## src/hdl/lcap_pkg.sv

```systemverilog
// constants for the link status / device capabilities 2 register bank
// assumes a 100 MHz system clock and word-aligned Wishbone access
package lcap_pkg;
    localparam int unsigned CLK_HZ        = 100_000_000;
    localparam int unsigned ADR_W         = 8;
    localparam int unsigned DAT_W         = 32;
    localparam int unsigned IDX_W         = 6;
    // register indices; byte address is four times the index
    localparam logic [5:0]  IDX_LINK_STAT = 6'h12;
    localparam logic [5:0]  IDX_DEV_CAP2  = 6'h24;
    localparam logic [5:0]  IDX_DEV_CTL2  = 6'h28;
    localparam logic [5:0]  IDX_EVENTS    = 6'h30;
    // link status fields
    localparam int unsigned SLOT_CLK_BIT  = 12;
    localparam int unsigned WIDTH_LSB     = 4;
    localparam int unsigned WIDTH_W       = 6;
    localparam int unsigned SPEED_LSB     = 0;
    localparam int unsigned SPEED_W       = 4;
    // device capabilities 2 fields
    localparam int unsigned MAX_PFX_LSB   = 22;
    localparam int unsigned PFX_SUP_BIT   = 21;
    localparam int unsigned EXT_FMT_BIT   = 20;
    localparam int unsigned FLUSH_LSB     = 18;
    localparam int unsigned HINT_LSB      = 12;
    localparam int unsigned LAT_TOL_BIT   = 11;
    localparam int unsigned RO_PASS_BIT   = 10;
    localparam int unsigned WIDE_CAS_BIT  = 9;
    localparam int unsigned ATOM64_BIT    = 8;
    localparam int unsigned ATOM32_BIT    = 7;
    localparam int unsigned ATOM_RT_BIT   = 6;
    localparam int unsigned ALT_FWD_BIT   = 5;
    localparam int unsigned TMO_SUP_BIT   = 4;
    localparam int unsigned RANGES_LSB    = 0;
    localparam logic [1:0]  HINT_RSVD     = 2'h2;
    localparam logic [1:0]  HINT_NONE     = 2'h0;
    localparam logic [3:0]  RANGES_VAL    = 4'h0;
    // device control 2 and event fields
    localparam int unsigned TMO_DIS_BIT   = 4;
    localparam int unsigned EV_TMO_BIT    = 0;
    localparam int unsigned EV_MAL_BIT    = 1;
    // reset values and the outstanding count ceiling
    localparam logic [5:0]  WIDTH_RST     = 6'h00;
    localparam logic [3:0]  SPEED_RST     = 4'h0;
    localparam logic        TMO_DIS_RST   = 1'b0;
    localparam logic [31:0] RDATA_RST     = 32'h0000_0000;
    localparam logic [3:0]  OUTST_RST     = 4'h0;
    localparam logic [3:0]  OUTST_MAX     = 4'hF;
    // completion timeout
    localparam int unsigned CPL_TMO_MS    = 50;
    localparam logic [31:0] CPL_TMO_CYC   = 32'(CPL_TMO_MS * (CLK_HZ / 1000));
endpackage

```

## src/hdl/tlp_prefix_checker.sv

```systemverilog
// flags a received TLP that carries more end-end prefixes than allowed
// assumes TLP strobes come from logic on the same clock
`timescale 1ns/10ps
module tlp_prefix_checker (
    input  wire logic       i_clk,
    input  wire logic       i_rst_n,
    input  wire logic       i_tlp_valid,
    input  wire logic [2:0] i_prefix_count,
    input  wire logic       i_prefix_support,
    input  wire logic [1:0] i_max_prefixes,
    output logic            o_malformed
);
    typedef struct packed {
        logic malformed;
    } chk_t;
    chk_t q, d;
    logic [2:0] allowed;

    // no prefix support means none allowed
    assign allowed = i_prefix_support ? {1'b0, i_max_prefixes} : 3'h0;

    always_comb begin
        d = q;
        // RULE_04 too many prefixes
        d.malformed = i_tlp_valid && (i_prefix_count > allowed);
    end

    always_ff @(posedge i_clk) begin
        if (!i_rst_n) q <= '{malformed: 1'b0};
        else q <= d;
    end
    assign o_malformed = q.malformed;
endmodule

```

## src/hdl/cpl_timeout_tracker.sv

```systemverilog
// completion timeout for outstanding non-posted requests
// assumes one-cycle issue/completion strobes on the same clock
`timescale 1ns/10ps
module cpl_timeout_tracker #(
    parameter logic [31:0] LIMIT = lcap_pkg::CPL_TMO_CYC
) (
    input  wire logic       i_clk,
    input  wire logic       i_rst_n,
    input  wire logic       i_req_issue,
    input  wire logic       i_cpl_recv,
    input  wire logic       i_disable,
    output logic            o_timeout,
    output logic [3:0]      o_outstanding
);
    import lcap_pkg::*;
    typedef struct packed {
        logic [3:0]  outst;
        logic [31:0] timer;
        logic        expired;
    } trk_t;
    trk_t q, d;

    always_comb begin
        d = q;
        d.expired = 1'b0;
        if (i_req_issue && !i_cpl_recv && q.outst != OUTST_MAX) d.outst = q.outst + 4'h1;
        if (i_cpl_recv && !i_req_issue && q.outst != OUTST_RST) d.outst = q.outst - 4'h1;
        // any traffic restarts the window
        if (i_req_issue || i_cpl_recv) begin
            d.timer = 32'h0000_0000;
        // RULE_16 disable holds the timer at zero
        end else if (q.outst == OUTST_RST || i_disable) begin
            d.timer = 32'h0000_0000;
        end else if (q.timer >= LIMIT - 32'h0000_0001) begin
            d.expired = 1'b1;
            d.outst   = OUTST_RST;
            d.timer   = 32'h0000_0000;
        end else begin
            d.timer = q.timer + 32'h0000_0001;
        end
    end

    always_ff @(posedge i_clk) begin
        if (!i_rst_n) q <= '{outst: OUTST_RST, timer: 32'h0000_0000, expired: 1'b0};
        else q <= d;
    end
    assign o_timeout     = q.expired;
    assign o_outstanding = q.outst;
endmodule

```

## src/hdl/link_caps_regs.sv

```systemverilog
// link status and device capabilities 2 registers behind a Wishbone slave,
// plus the completion timeout control they steer
// assumes a classic Wishbone master and link/TLP strobes on I_CLK_SYS
//
// Chosen here: the Wishbone register port.
`timescale 1ns/10ps
////////////////////////////////////////////////////////////////////////////////
// How it works
// RULE_01: slot clock bit is 1 on connector reference clock, 0 on own clock.
// RULE_02: width field shows negotiated link width; meaningless while link is down.
// RULE_03: speed field shows negotiated link speed; meaningless while link is down.
// RULE_04: received TLPs with more prefixes than the maximum are malformed.
// RULE_05: prefix support bit is 1 only when prefixed TLPs are accepted.
// RULE_06: extended format bit is 1 for three-bit format decoding, else 0.
// RULE_07: buffer flush/fill field gives the fixed supported level.
// RULE_08: hint completer field uses 00, 01, 11; code 10 never appears.
// RULE_09: latency tolerance bit is 1 when that mechanism exists.
// RULE_10: relaxed passing, atomic routing and alternate forwarding bits read 0.
// RULE_11: wide compare-and-swap completer bit is 1 when supported.
// RULE_12: 64-bit atomic completer bit is 1 when supported.
// RULE_13: 32-bit atomic completer bit is 1 when supported.
// RULE_14: timeout disable support bit is always 1.
// RULE_15: timeout ranges field reports supported programmable ranges.
// RULE_16: setting timeout disable control stops timing outstanding requests.
// RULE_17: reserved bits read 0; writes to them and read-only fields do nothing.
module link_caps_regs #(
    parameter logic        SLOT_CLOCK_FROM_CONN = 1'b1,
    parameter logic [1:0]  MAX_END_END_PREFIXES = 2'h1,
    parameter logic        END_END_PREFIX_SUP   = 1'b1,
    parameter logic        EXTENDED_FORMAT_SUP  = 1'b1,
    parameter logic [1:0]  FLUSH_FILL_SUPPORT   = 2'h0,
    parameter logic [1:0]  HINT_COMPLETER       = 2'h0,
    parameter logic        LATENCY_TOL_SUPPORT  = 1'b0,
    parameter logic        WIDE_CAS_COMPLETER   = 1'b0,
    parameter logic        ATOMIC64_COMPLETER   = 1'b0,
    parameter logic        ATOMIC32_COMPLETER   = 1'b0,
    parameter logic [31:0] CPL_TIMEOUT_CYCLES   = lcap_pkg::CPL_TMO_CYC
) (
    input  wire logic                        I_CLK_SYS,
    input  wire logic                        I_RST_N,
    input  wire logic                        I_WB_CYC,
    input  wire logic                        I_WB_STB,
    input  wire logic                        I_WB_WE,
    input  wire logic [lcap_pkg::ADR_W-1:0]  I_WB_ADR,
    input  wire logic [3:0]                  I_WB_SEL,
    input  wire logic [lcap_pkg::DAT_W-1:0]  I_WB_DAT,
    output logic      [lcap_pkg::DAT_W-1:0]  O_WB_DAT,
    output logic                             O_WB_ACK,
    input  wire logic                        I_LINK_UP,
    input  wire logic [lcap_pkg::WIDTH_W-1:0] I_LINK_WIDTH,
    input  wire logic [lcap_pkg::SPEED_W-1:0] I_LINK_SPEED,
    input  wire logic                        I_TLP_VALID,
    input  wire logic [2:0]                  I_TLP_PREFIX_COUNT,
    output logic                             O_TLP_MALFORMED,
    input  wire logic                        I_REQ_ISSUE,
    input  wire logic                        I_CPL_RECV,
    output logic                             O_CPL_TIMEOUT,
    output logic      [3:0]                  O_OUTSTANDING
);
    import lcap_pkg::*;

    ////////////////////////////////////////////////////////////////////////////
    typedef struct packed {
        logic                ack;
        logic [DAT_W-1:0]    rdata;
        logic [WIDTH_W-1:0]  width;
        logic [SPEED_W-1:0]  speed;
        logic                tmo_dis;
        logic                ev_tmo;
        logic                ev_mal;
    } state_t;

    state_t           q;
    state_t           d;
    logic             req;
    logic [IDX_W-1:0] idx;
    logic             wr_lane0;
    logic [DAT_W-1:0] cap2_word;
    logic [DAT_W-1:0] ls_word;
    logic [DAT_W-1:0] ctl2_word;
    logic [DAT_W-1:0] ev_word;
    logic [DAT_W-1:0] rd;
    logic             tmo_pulse;
    logic             mal_pulse;

    // reserved hint code is never reported, fall back to none
    localparam logic [1:0] HINT_EFF = (HINT_COMPLETER == HINT_RSVD) ? HINT_NONE : HINT_COMPLETER;

    ////////////////////////////////////////////////////////////////////////////
    // bus decode; request masked while ack is high so each access answers once
    assign req      = I_WB_CYC && I_WB_STB && !q.ack;
    assign idx      = I_WB_ADR[ADR_W-1:2];
    assign wr_lane0 = req && I_WB_WE && I_WB_SEL[0];

    ////////////////////////////////////////////////////////////////////////////
    // read words, everything not assigned stays zero
    always_comb begin
        ls_word = 32'h0000_0000;
        // RULE_01 slot clock arrangement
        ls_word[SLOT_CLK_BIT] = SLOT_CLOCK_FROM_CONN;
        // RULE_02 negotiated width
        ls_word[WIDTH_LSB +: WIDTH_W] = q.width;
        // RULE_03 negotiated speed
        ls_word[SPEED_LSB +: SPEED_W] = q.speed;
    end

    always_comb begin
        cap2_word = 32'h0000_0000;
        // RULE_04 prefix limit
        cap2_word[MAX_PFX_LSB +: 2] = MAX_END_END_PREFIXES;
        // RULE_05 prefix acceptance
        cap2_word[PFX_SUP_BIT] = END_END_PREFIX_SUP;
        // RULE_06 format width
        cap2_word[EXT_FMT_BIT] = EXTENDED_FORMAT_SUP;
        // RULE_07 flush/fill level
        cap2_word[FLUSH_LSB +: 2] = FLUSH_FILL_SUPPORT;
        // RULE_08 hint completer code
        cap2_word[HINT_LSB +: 2] = HINT_EFF;
        // RULE_09 latency tolerance
        cap2_word[LAT_TOL_BIT] = LATENCY_TOL_SUPPORT;
        // RULE_10 inapplicable bits zero
        cap2_word[RO_PASS_BIT] = 1'b0;
        cap2_word[ATOM_RT_BIT] = 1'b0;
        cap2_word[ALT_FWD_BIT] = 1'b0;
        // RULE_11 wide compare-and-swap
        cap2_word[WIDE_CAS_BIT] = WIDE_CAS_COMPLETER;
        // RULE_12 64-bit atomics
        cap2_word[ATOM64_BIT] = ATOMIC64_COMPLETER;
        // RULE_13 32-bit atomics
        cap2_word[ATOM32_BIT] = ATOMIC32_COMPLETER;
        // RULE_14 disable always supported
        cap2_word[TMO_SUP_BIT] = 1'b1;
        // RULE_15 timeout ranges; the timeout is not programmable
        cap2_word[RANGES_LSB +: 4] = RANGES_VAL;
    end

    always_comb begin
        ctl2_word = 32'h0000_0000;
        ctl2_word[TMO_DIS_BIT] = q.tmo_dis;
        ev_word = 32'h0000_0000;
        ev_word[EV_TMO_BIT] = q.ev_tmo;
        ev_word[EV_MAL_BIT] = q.ev_mal;
    end

    ////////////////////////////////////////////////////////////////////////////
    always_comb begin
        d  = q;
        rd = 32'h0000_0000;
        // RULE_17 unmapped and reserved read zero
        case (idx)
            IDX_LINK_STAT: rd = ls_word;
            IDX_DEV_CAP2:  rd = cap2_word;
            IDX_DEV_CTL2:  rd = ctl2_word;
            IDX_EVENTS:    rd = ev_word;
            default:       rd = 32'h0000_0000;
        endcase
        d.ack = req;
        if (req) d.rdata = rd;

        // RULE_02 capture width while up
        // values are held while down; software must not trust them then
        if (I_LINK_UP) begin
            d.width = I_LINK_WIDTH;
            // RULE_03 capture speed while up
            d.speed = I_LINK_SPEED;
        end

        // RULE_16 software sets disable control
        // RULE_17 only this bit of control is writable
        if (wr_lane0 && idx == IDX_DEV_CTL2) d.tmo_dis = I_WB_DAT[TMO_DIS_BIT];

        // write one to clear; a same-cycle event wins over the clear
        if (wr_lane0 && idx == IDX_EVENTS) begin
            d.ev_tmo = q.ev_tmo && !I_WB_DAT[EV_TMO_BIT];
            d.ev_mal = q.ev_mal && !I_WB_DAT[EV_MAL_BIT];
        end
        if (tmo_pulse) d.ev_tmo = 1'b1;
        if (mal_pulse) d.ev_mal = 1'b1;
    end

    always_ff @(posedge I_CLK_SYS) begin
        if (!I_RST_N) begin
            q <= '{ack: 1'b0, rdata: RDATA_RST, width: WIDTH_RST, speed: SPEED_RST,
                   tmo_dis: TMO_DIS_RST, ev_tmo: 1'b0, ev_mal: 1'b0};
        end else begin
            q <= d;
        end
    end

    assign O_WB_ACK = q.ack;
    assign O_WB_DAT = q.rdata;

    ////////////////////////////////////////////////////////////////////////////
    tlp_prefix_checker u_prefix (
        .i_clk            (I_CLK_SYS),
        .i_rst_n          (I_RST_N),
        .i_tlp_valid      (I_TLP_VALID),
        .i_prefix_count   (I_TLP_PREFIX_COUNT),
        .i_prefix_support (END_END_PREFIX_SUP),
        .i_max_prefixes   (MAX_END_END_PREFIXES),
        .o_malformed      (mal_pulse)
    );

    // RULE_16 control bit gates the timer
    cpl_timeout_tracker #(
        .LIMIT (CPL_TIMEOUT_CYCLES)
    ) u_timeout (
        .i_clk         (I_CLK_SYS),
        .i_rst_n       (I_RST_N),
        .i_req_issue   (I_REQ_ISSUE),
        .i_cpl_recv    (I_CPL_RECV),
        .i_disable     (q.tmo_dis),
        .o_timeout     (tmo_pulse),
        .o_outstanding (O_OUTSTANDING)
    );

    assign O_TLP_MALFORMED = mal_pulse;
    assign O_CPL_TIMEOUT   = tmo_pulse;
endmodule

```

## config.mk

```make
export PLATFORM = sky130hd
export DESIGN_NAME = link_caps_regs
export DESIGN_NICKNAME = d
export VERILOG_FILES = /design/src/hdl/lcap_pkg.sv /design/src/hdl/tlp_prefix_checker.sv /design/src/hdl/cpl_timeout_tracker.sv /design/src/hdl/link_caps_regs.sv
export SDC_FILE = /design/constraint.sdc
export NUM_CORES = 1
export LEC_CHECK = 0
export BUFFER_PORTS_ARGS = -buffer_cell sky130_fd_sc_hd__buf_2
export CAP_MARGIN = 20
export CELL_PAD_IN_SITES_DETAIL_PLACEMENT = 0
export CELL_PAD_IN_SITES_GLOBAL_PLACEMENT = 1
export CORE_AREA = 2 2 145 76
export CTS_CLUSTER_SIZE = 40
export DETAILED_ROUTE_END_ITERATION = 16
export DIE_AREA = 0 0 147 78
export PLACE_DENSITY_LB_ADDON = 0.1
export SLEW_MARGIN = 30
export SYNTH_ARGS = -nofsm -noshare
export SYNTH_HDL_FRONTEND = slang
export SYNTH_HIERARCHICAL = 1
export SYNTH_SLANG_ARGS = --single-unit
```

## constraint.sdc

```tcl
create_clock -name I_CLK_SYS -period 3.1 [get_ports I_CLK_SYS]
set_input_delay 0.155 -clock I_CLK_SYS [delete_from_list [all_inputs] [get_ports I_CLK_SYS]]
set_output_delay 0.155 -clock I_CLK_SYS [all_outputs]
set_load 0.02 [all_outputs]
```

==> results.tsv, run 1 <==
metric	value	unit
leakage	0.001404	uW
cts.clk_slew.worst_paths	0.05	ns
htree_levels	3	
dr_wl_met2	2917	um
irDropWorstVdd	0.2417	mV
start_util	29.83	%
worstMarginPinSlew	0.8877	ns
ant_nets	0	
criticalPathCategory	register to register	
path_cells	inv_1, ha_1, a2111oi_0, nand2_1, or3_1, nor2_1	
post-cts-setup-buffers	0	
max_freq	0.4065	GHz
finalMaxSlewViolations	0	
pwr-share-seq	41.7	%
min_period	2.460	ns
coreArea	10080	um2
cellPowerDensity	603.9	nW/um2
grt_pass1_vias	2129	
initialDrtViolationCount	87	
m1WireLength	3007	um
syn_area_per_cell	9.198	um2
min_path_cells	2	
grt_pass1_wl	10410	um
nets	454	
num_rows	26	
die_h	78	um
critPathMaxStageDelay	0.70	ns
holdPathEnd	ev_word[0]	
switching_share	24.66	%
drive_gt1_share	20.21	%
die_w	147	um
hold_violations	0	
tns	0	ns
status	completed	
syn_area	3008	um2
antennaDiodeCount	0	
async_flop_share	0	%
seq_area_frac_synth	42.60	%
mostFrequentLayoutCells	64 x dfxtp_1, 52 x buf_2, 31 x conb_1, 31 x nor2_1, 23 x nand2_1	
dp_hpwl	4546	um
worstPathArrival	2.71	ns
r2r_slack	0.64	ns
synth_top_area_share	42.60	%
regToRegEndpoint	u_timeout/q[21]	
cp_top_family	simple AND/OR/NAND/NOR gates	
cpMaxStageDelayCell	or3_1	
worstPathMaxFanout	23	
hold_buffers	0	
n_fill_cell	1044	
vias_per_cell	4.350	
io-pin-count	105	
cts_made_buffers	9	
hp-start	I_WB_DAT[0]	
grt_max_degree	34	
final_common_cell	dfxtp_1	
power_frac_clock	46.5	%
crit_buf_inv	1	
met3_length	432	um
routed.top_layer	met4	
ys.flop_type	dfxtp_1	
internal_power	1622	uW
synth_edf_count	0	
syn_to_final_growth	18.51	%
p_comb_share	11.8	%
routed_wl	6424	um
drc_errors	0	
start_kind	register	
via_count	2288	
antenna_found_initial	0	
cts_resized	0	
cts_tree	done	
total_power	2153	uW
netlist_instances	327	
clockBufferDepth	2	
p_switching	530.8	uW
whs	0.01379	ns
setup_violations	0	
hp-class	input port to register	
ys_ff_latch	64	
synth_area_leader_cell	dfxtp_1	
cp-startpoint	u_timeout/o_outstanding[1]	
portBuffers	52	
finalCritPeriodShare	79.36	%
globalplace.congestion	0.8364	
final_util	35.35	%
dieArea	11470	um2
synth_warnings	6	
cts_sinks	64	
clk_latency	0.33	ns
rsz0062_at_grt	no	
required	3.35	ns
fin_skew	0.005903	ns
relSlewSlack	40.70	%
maxCapViolations	0	
first_pass_iters	4	
overflow	0	
r2r-start	u_timeout/o_outstanding[1]	
grt_use_total	11.61	%
clockRootBuffer	clkbuf_16	
r2r_cells	6	
avgRoutedWirePerCell	12.21	um
synth_cell_types	49	
crit_path_end_kind	register	
synth_area_leaders	dfxtp_1 43%, buf_4 6.2%, xnor2_1 5.2%, nor2_1 3.9%, mux2i_1 3.7%	
==> area by class of cell <==
cell class	instances	area, um2	share of cell area [%]
Sequential cell	64	1281	35.94
Clock buffer	11	252.7	7.090
Timing Repair Buffer	52	260.3	7.301
Multi-Input combinational cell	245	1511	42.40
Tap cell	140	175.2	4.914
Inverter	11	41.29	1.158
Clock inverter	3	42.54	1.193
==> cells in the mapped netlist, types with 2 or more instances <==
cell type and instances:
and4_1 2, and3_1 5, nor2b_1 13, a21boi_0 4, buf_6 4, nor2_2 4
and3b_1 2, xnor2_1 18, nand2_1 23, buf_4 25, nand4_1 12, o21ai_0 10
a211oi_1 2, xor2_1 6, nand3_1 18, a31oi_1 5, nor4_1 3, and4_2 2
dfxtp_1 64, mux2i_1 11, nor4_2 3, buf_2 2, a21boi_1 5, and2b_1 2
ha_1 5, conb_1 3, nor3_1 9, clkbuf_1 2, nor2_1 31, and2_1 3
inv_1 11
==> sequential cells by signal, indices dropped and copies added (netlist names) <==
signal and count:
u_timeout/q 32, O_WB_DAT 12, u_prefix/o_malformed 1, ctl2_word 1, O_WB_ACK 1, ls_word 10
u_timeout/o_outstanding 4, ev_word 2, u_timeout/o_timeout 1
==> through the flow <==
stage                     cell area, um2  setup slack, ns  instances
after floorplan                     3113            1.191        355
after global placement              3269           0.6904        512
after detailed placement            3269           0.6083        512
after CTS                           3565           0.5861        526
after global routing                3565           0.3513        526
final                               3565           0.6399        526
==> power groups by stage <==
stage / Combinational, uW / Sequential [uW] / Clock [uW]
2_1_floorplan: 215 / 912 / 0
3_5_place_dp: 252 / 915 / 0
6_report: 254 / 898 / 1000
4_1_cts: 253 / 898 / 1030
3_3_place_gp: 245 / 913 / 0
5_1_grt: 282 / 903 / 1070
==> logic make-up (layout without fill, tap and decap cells) <==
group / Yosys count / after routing / share of synthesized area, %
adders and majority gates: 5 / 5 / 2.080
muxes: 11 / 11 / 3.661
and+or+nand+nor: 140 / 140 / 25.83
DFF: 64 / 64 / 42.60
other: 3 / 31 / 0.3743
xor gates and xnor gates: 24 / 24 / 6.988
AOI/OAI and AO/OA: 34 / 34 / 7.820
buffers and inverters: 46 / 77 / 10.65
==> how the worst max path moves through the flow <==
stage,slack (ns),cells past startpoint,end
floorplan,1.19,8,u_timeout/q[7]
global placement,0.69,6,u_timeout/q[3]
detailed placement,0.61,6,u_timeout/q[22]
CTS,0.59,6,u_timeout/q[21]
global route,0.35,6,u_timeout/q[21]
finish,0.64,6,u_timeout/q[21]
==> metal layers <==
metal	global-route usage, %	vias up
met5	0	-
met4	4.327	0
met3	5.000	7
met2	18.40	65
met1	14.06	1038
li1	-	1178
==> worst register-to-register path: cells and delay by family, from the launching register on <==
family / cells / cell delay (ns)
AND/OR/NAND/NOR: 3 / 1.06
AO/OA/AOI/OAI: 1 / 0.56
flip-flops: 1 / 0.44
adder cells (fa/ha/maj): 1 / 0.23
buffers and inverters: 1 / 0.09
Power figures use the tool's default switching activity.
==> run 2: changes to the inputs <==
==> constraint.sdc (replaced) <==
create_clock -name I_CLK_SYS -period 2.1 [get_ports I_CLK_SYS]
set_input_delay 0.105 -clock I_CLK_SYS [delete_from_list [all_inputs] [get_ports I_CLK_SYS]]
set_output_delay 0.105 -clock I_CLK_SYS [all_outputs]
set_load 0.02 [all_outputs]
==> results.tsv, run 2 (synthesized netlist as in run 1, its figures left out) <==
metric	value	unit
grt_pass1_vias	2232	
relSlewSlack	56.51	%
tns	0	ns
p_switching	814.0	uW
coreArea	10080	um2
cpMaxStageDelayCell	or4_1	
hold_violations	0	
max_freq	0.5026	GHz
portBuffers	52	
required	2.32	ns
grt_max_degree	33	
post-place-ws	0.1040	ns
finalMaxSlewViolations	0	
htree_levels	3	
crit_path_end_kind	register	
start_kind	register	
globalplace.congestion	0.8129	
antennaDiodeCount	0	
vias_per_cell	4.332	
clockBufferDepth	2	
critPathMaxStageDelay	0.69	ns
clockRootBuffer	clkbuf_16	
hp-class	input port to register	
worstPathMaxFanout	7	
mostFrequentLayoutCells	64 x dfxtp_1, 52 x buf_2, 31 x conb_1, 31 x nor2_1, 23 x nand2_1	
cellPowerDensity	867.5	nW/um2
post-cts-setup-buffers	0	
criticalPathCategory	register to register	
pwr-share-seq	40.6	%
power_frac_clock	45.3	%
fin_skew	0.008593	ns
num_rows	26	
final_common_cell	dfxtp_1	
status	completed	
path_cells	nand3_1, or4_1, nor4_2, xnor2_1, nor2_2	
worstPathArrival	2.21	ns
setup_violations	0	
initialDrtViolationCount	97	
ant_nets	0	
avgRoutedWirePerCell	11.79	um
io-pin-count	105	
first_pass_iters	4	
maxCapViolations	0	
nets	468	
cts.clk_slew.worst_paths	0.05	ns
rsz0062_at_grt	no	
overflow	0	
min_period	1.990	ns
leakage	0.001473	uW
finalCritPeriodShare	94.74	%
fin_ws	0.1104	ns
via_count	2348	
syn_to_final_growth	22.42	%
start_util	29.83	%
cts_made_buffers	9	
die_h	78	um
irDropWorstVdd	0.3855	mV
largest_reg_flops	32	
internal_power	2381	uW
largest_register	u_timeout/q	
die_w	147	um
antenna_found_initial	0	
total_power	3195	uW
grt_use_total	11.72	%
grt_pass1_wl	10600	um
worstMarginPinSlew	0.6484	ns
drive_gt1_share	22.64	%
cts_tree	done	
p_comb_share	14.1	%
clk_latency	0.33	ns
dieArea	11470	um2
switching_share	25.48	%
r2r_slack	0.11	ns
routed_wl	6391	um
drc_errors	0	
cts_sinks	64	
dp_hpwl	4615	um
-- run 2: repair_timing --
action / 4_1_cts / 5_1_grt
hold endpoints to repair: 2 / 0
hold buffers: 2 / 0
setup endpoints to repair: 0 / 5
gates resized for setup: 0 / 1
-- run 2: layout make-up --
class / count / area, um2
inverter: 11 / 41.29
sequential: 64 / 1281
multi-input combinational: 245 / 1513
tap: 140 / 175.2
clock buffer: 10 / 229.0
fill: 1058 / 6402
timing repair buffer: 66 / 382.9
clock inverter: 6 / 60.06
-- run 2: worst paths after layout --
path | startpoint | to | depth (start not counted)
setup / recovery | u_timeout/q[11] | u_timeout/q[23] | 5
hold / removal | I_TLP_VALID | u_prefix/o_malformed | 3
setup reg to reg | u_timeout/q[11] | u_timeout/q[23] | 5
hold reg to reg | O_WB_DAT[9] | O_WB_DAT[9] | 2
-- run 2: per-stage QoR --
step                instance area (um2)  utilization [%]  hold WS (ns)  instances
finish                             3682            36.51       0.01829        542
global route                       3682            36.51       0.02513        542
detailed placement                 3372            33.44        0.3073        524
global placement                   3372            33.44        0.3002        524
floorplan                          3113                -        0.2123        355
CTS                                3681            36.50      0.004411        542
-- run 2: worst max-delay path: cells and delay by family (launching register included) --
kind,cells,cell delay (ns)
flops,1,0.44
simple gates,4,1.27
xor+xnor,1,0.17
-- run 2: layer usage --
metal	GRT usage [%]	routed length, um
met5	0	0
met4	3.846	72
met2	19.11	2927
met1	14.06	3022
met3	4.941	368
-- run 2: power by group through the flow --
stage	logic [uW]	registers [uW]	clock network (uW)
2_1_floorplan	317	1350	0
3_3_place_gp	434	1320	0
3_5_place_dp	441	1320	0
4_1_cts	446	1300	1500
5_1_grt	502	1300	1550
6_report	450	1300	1450
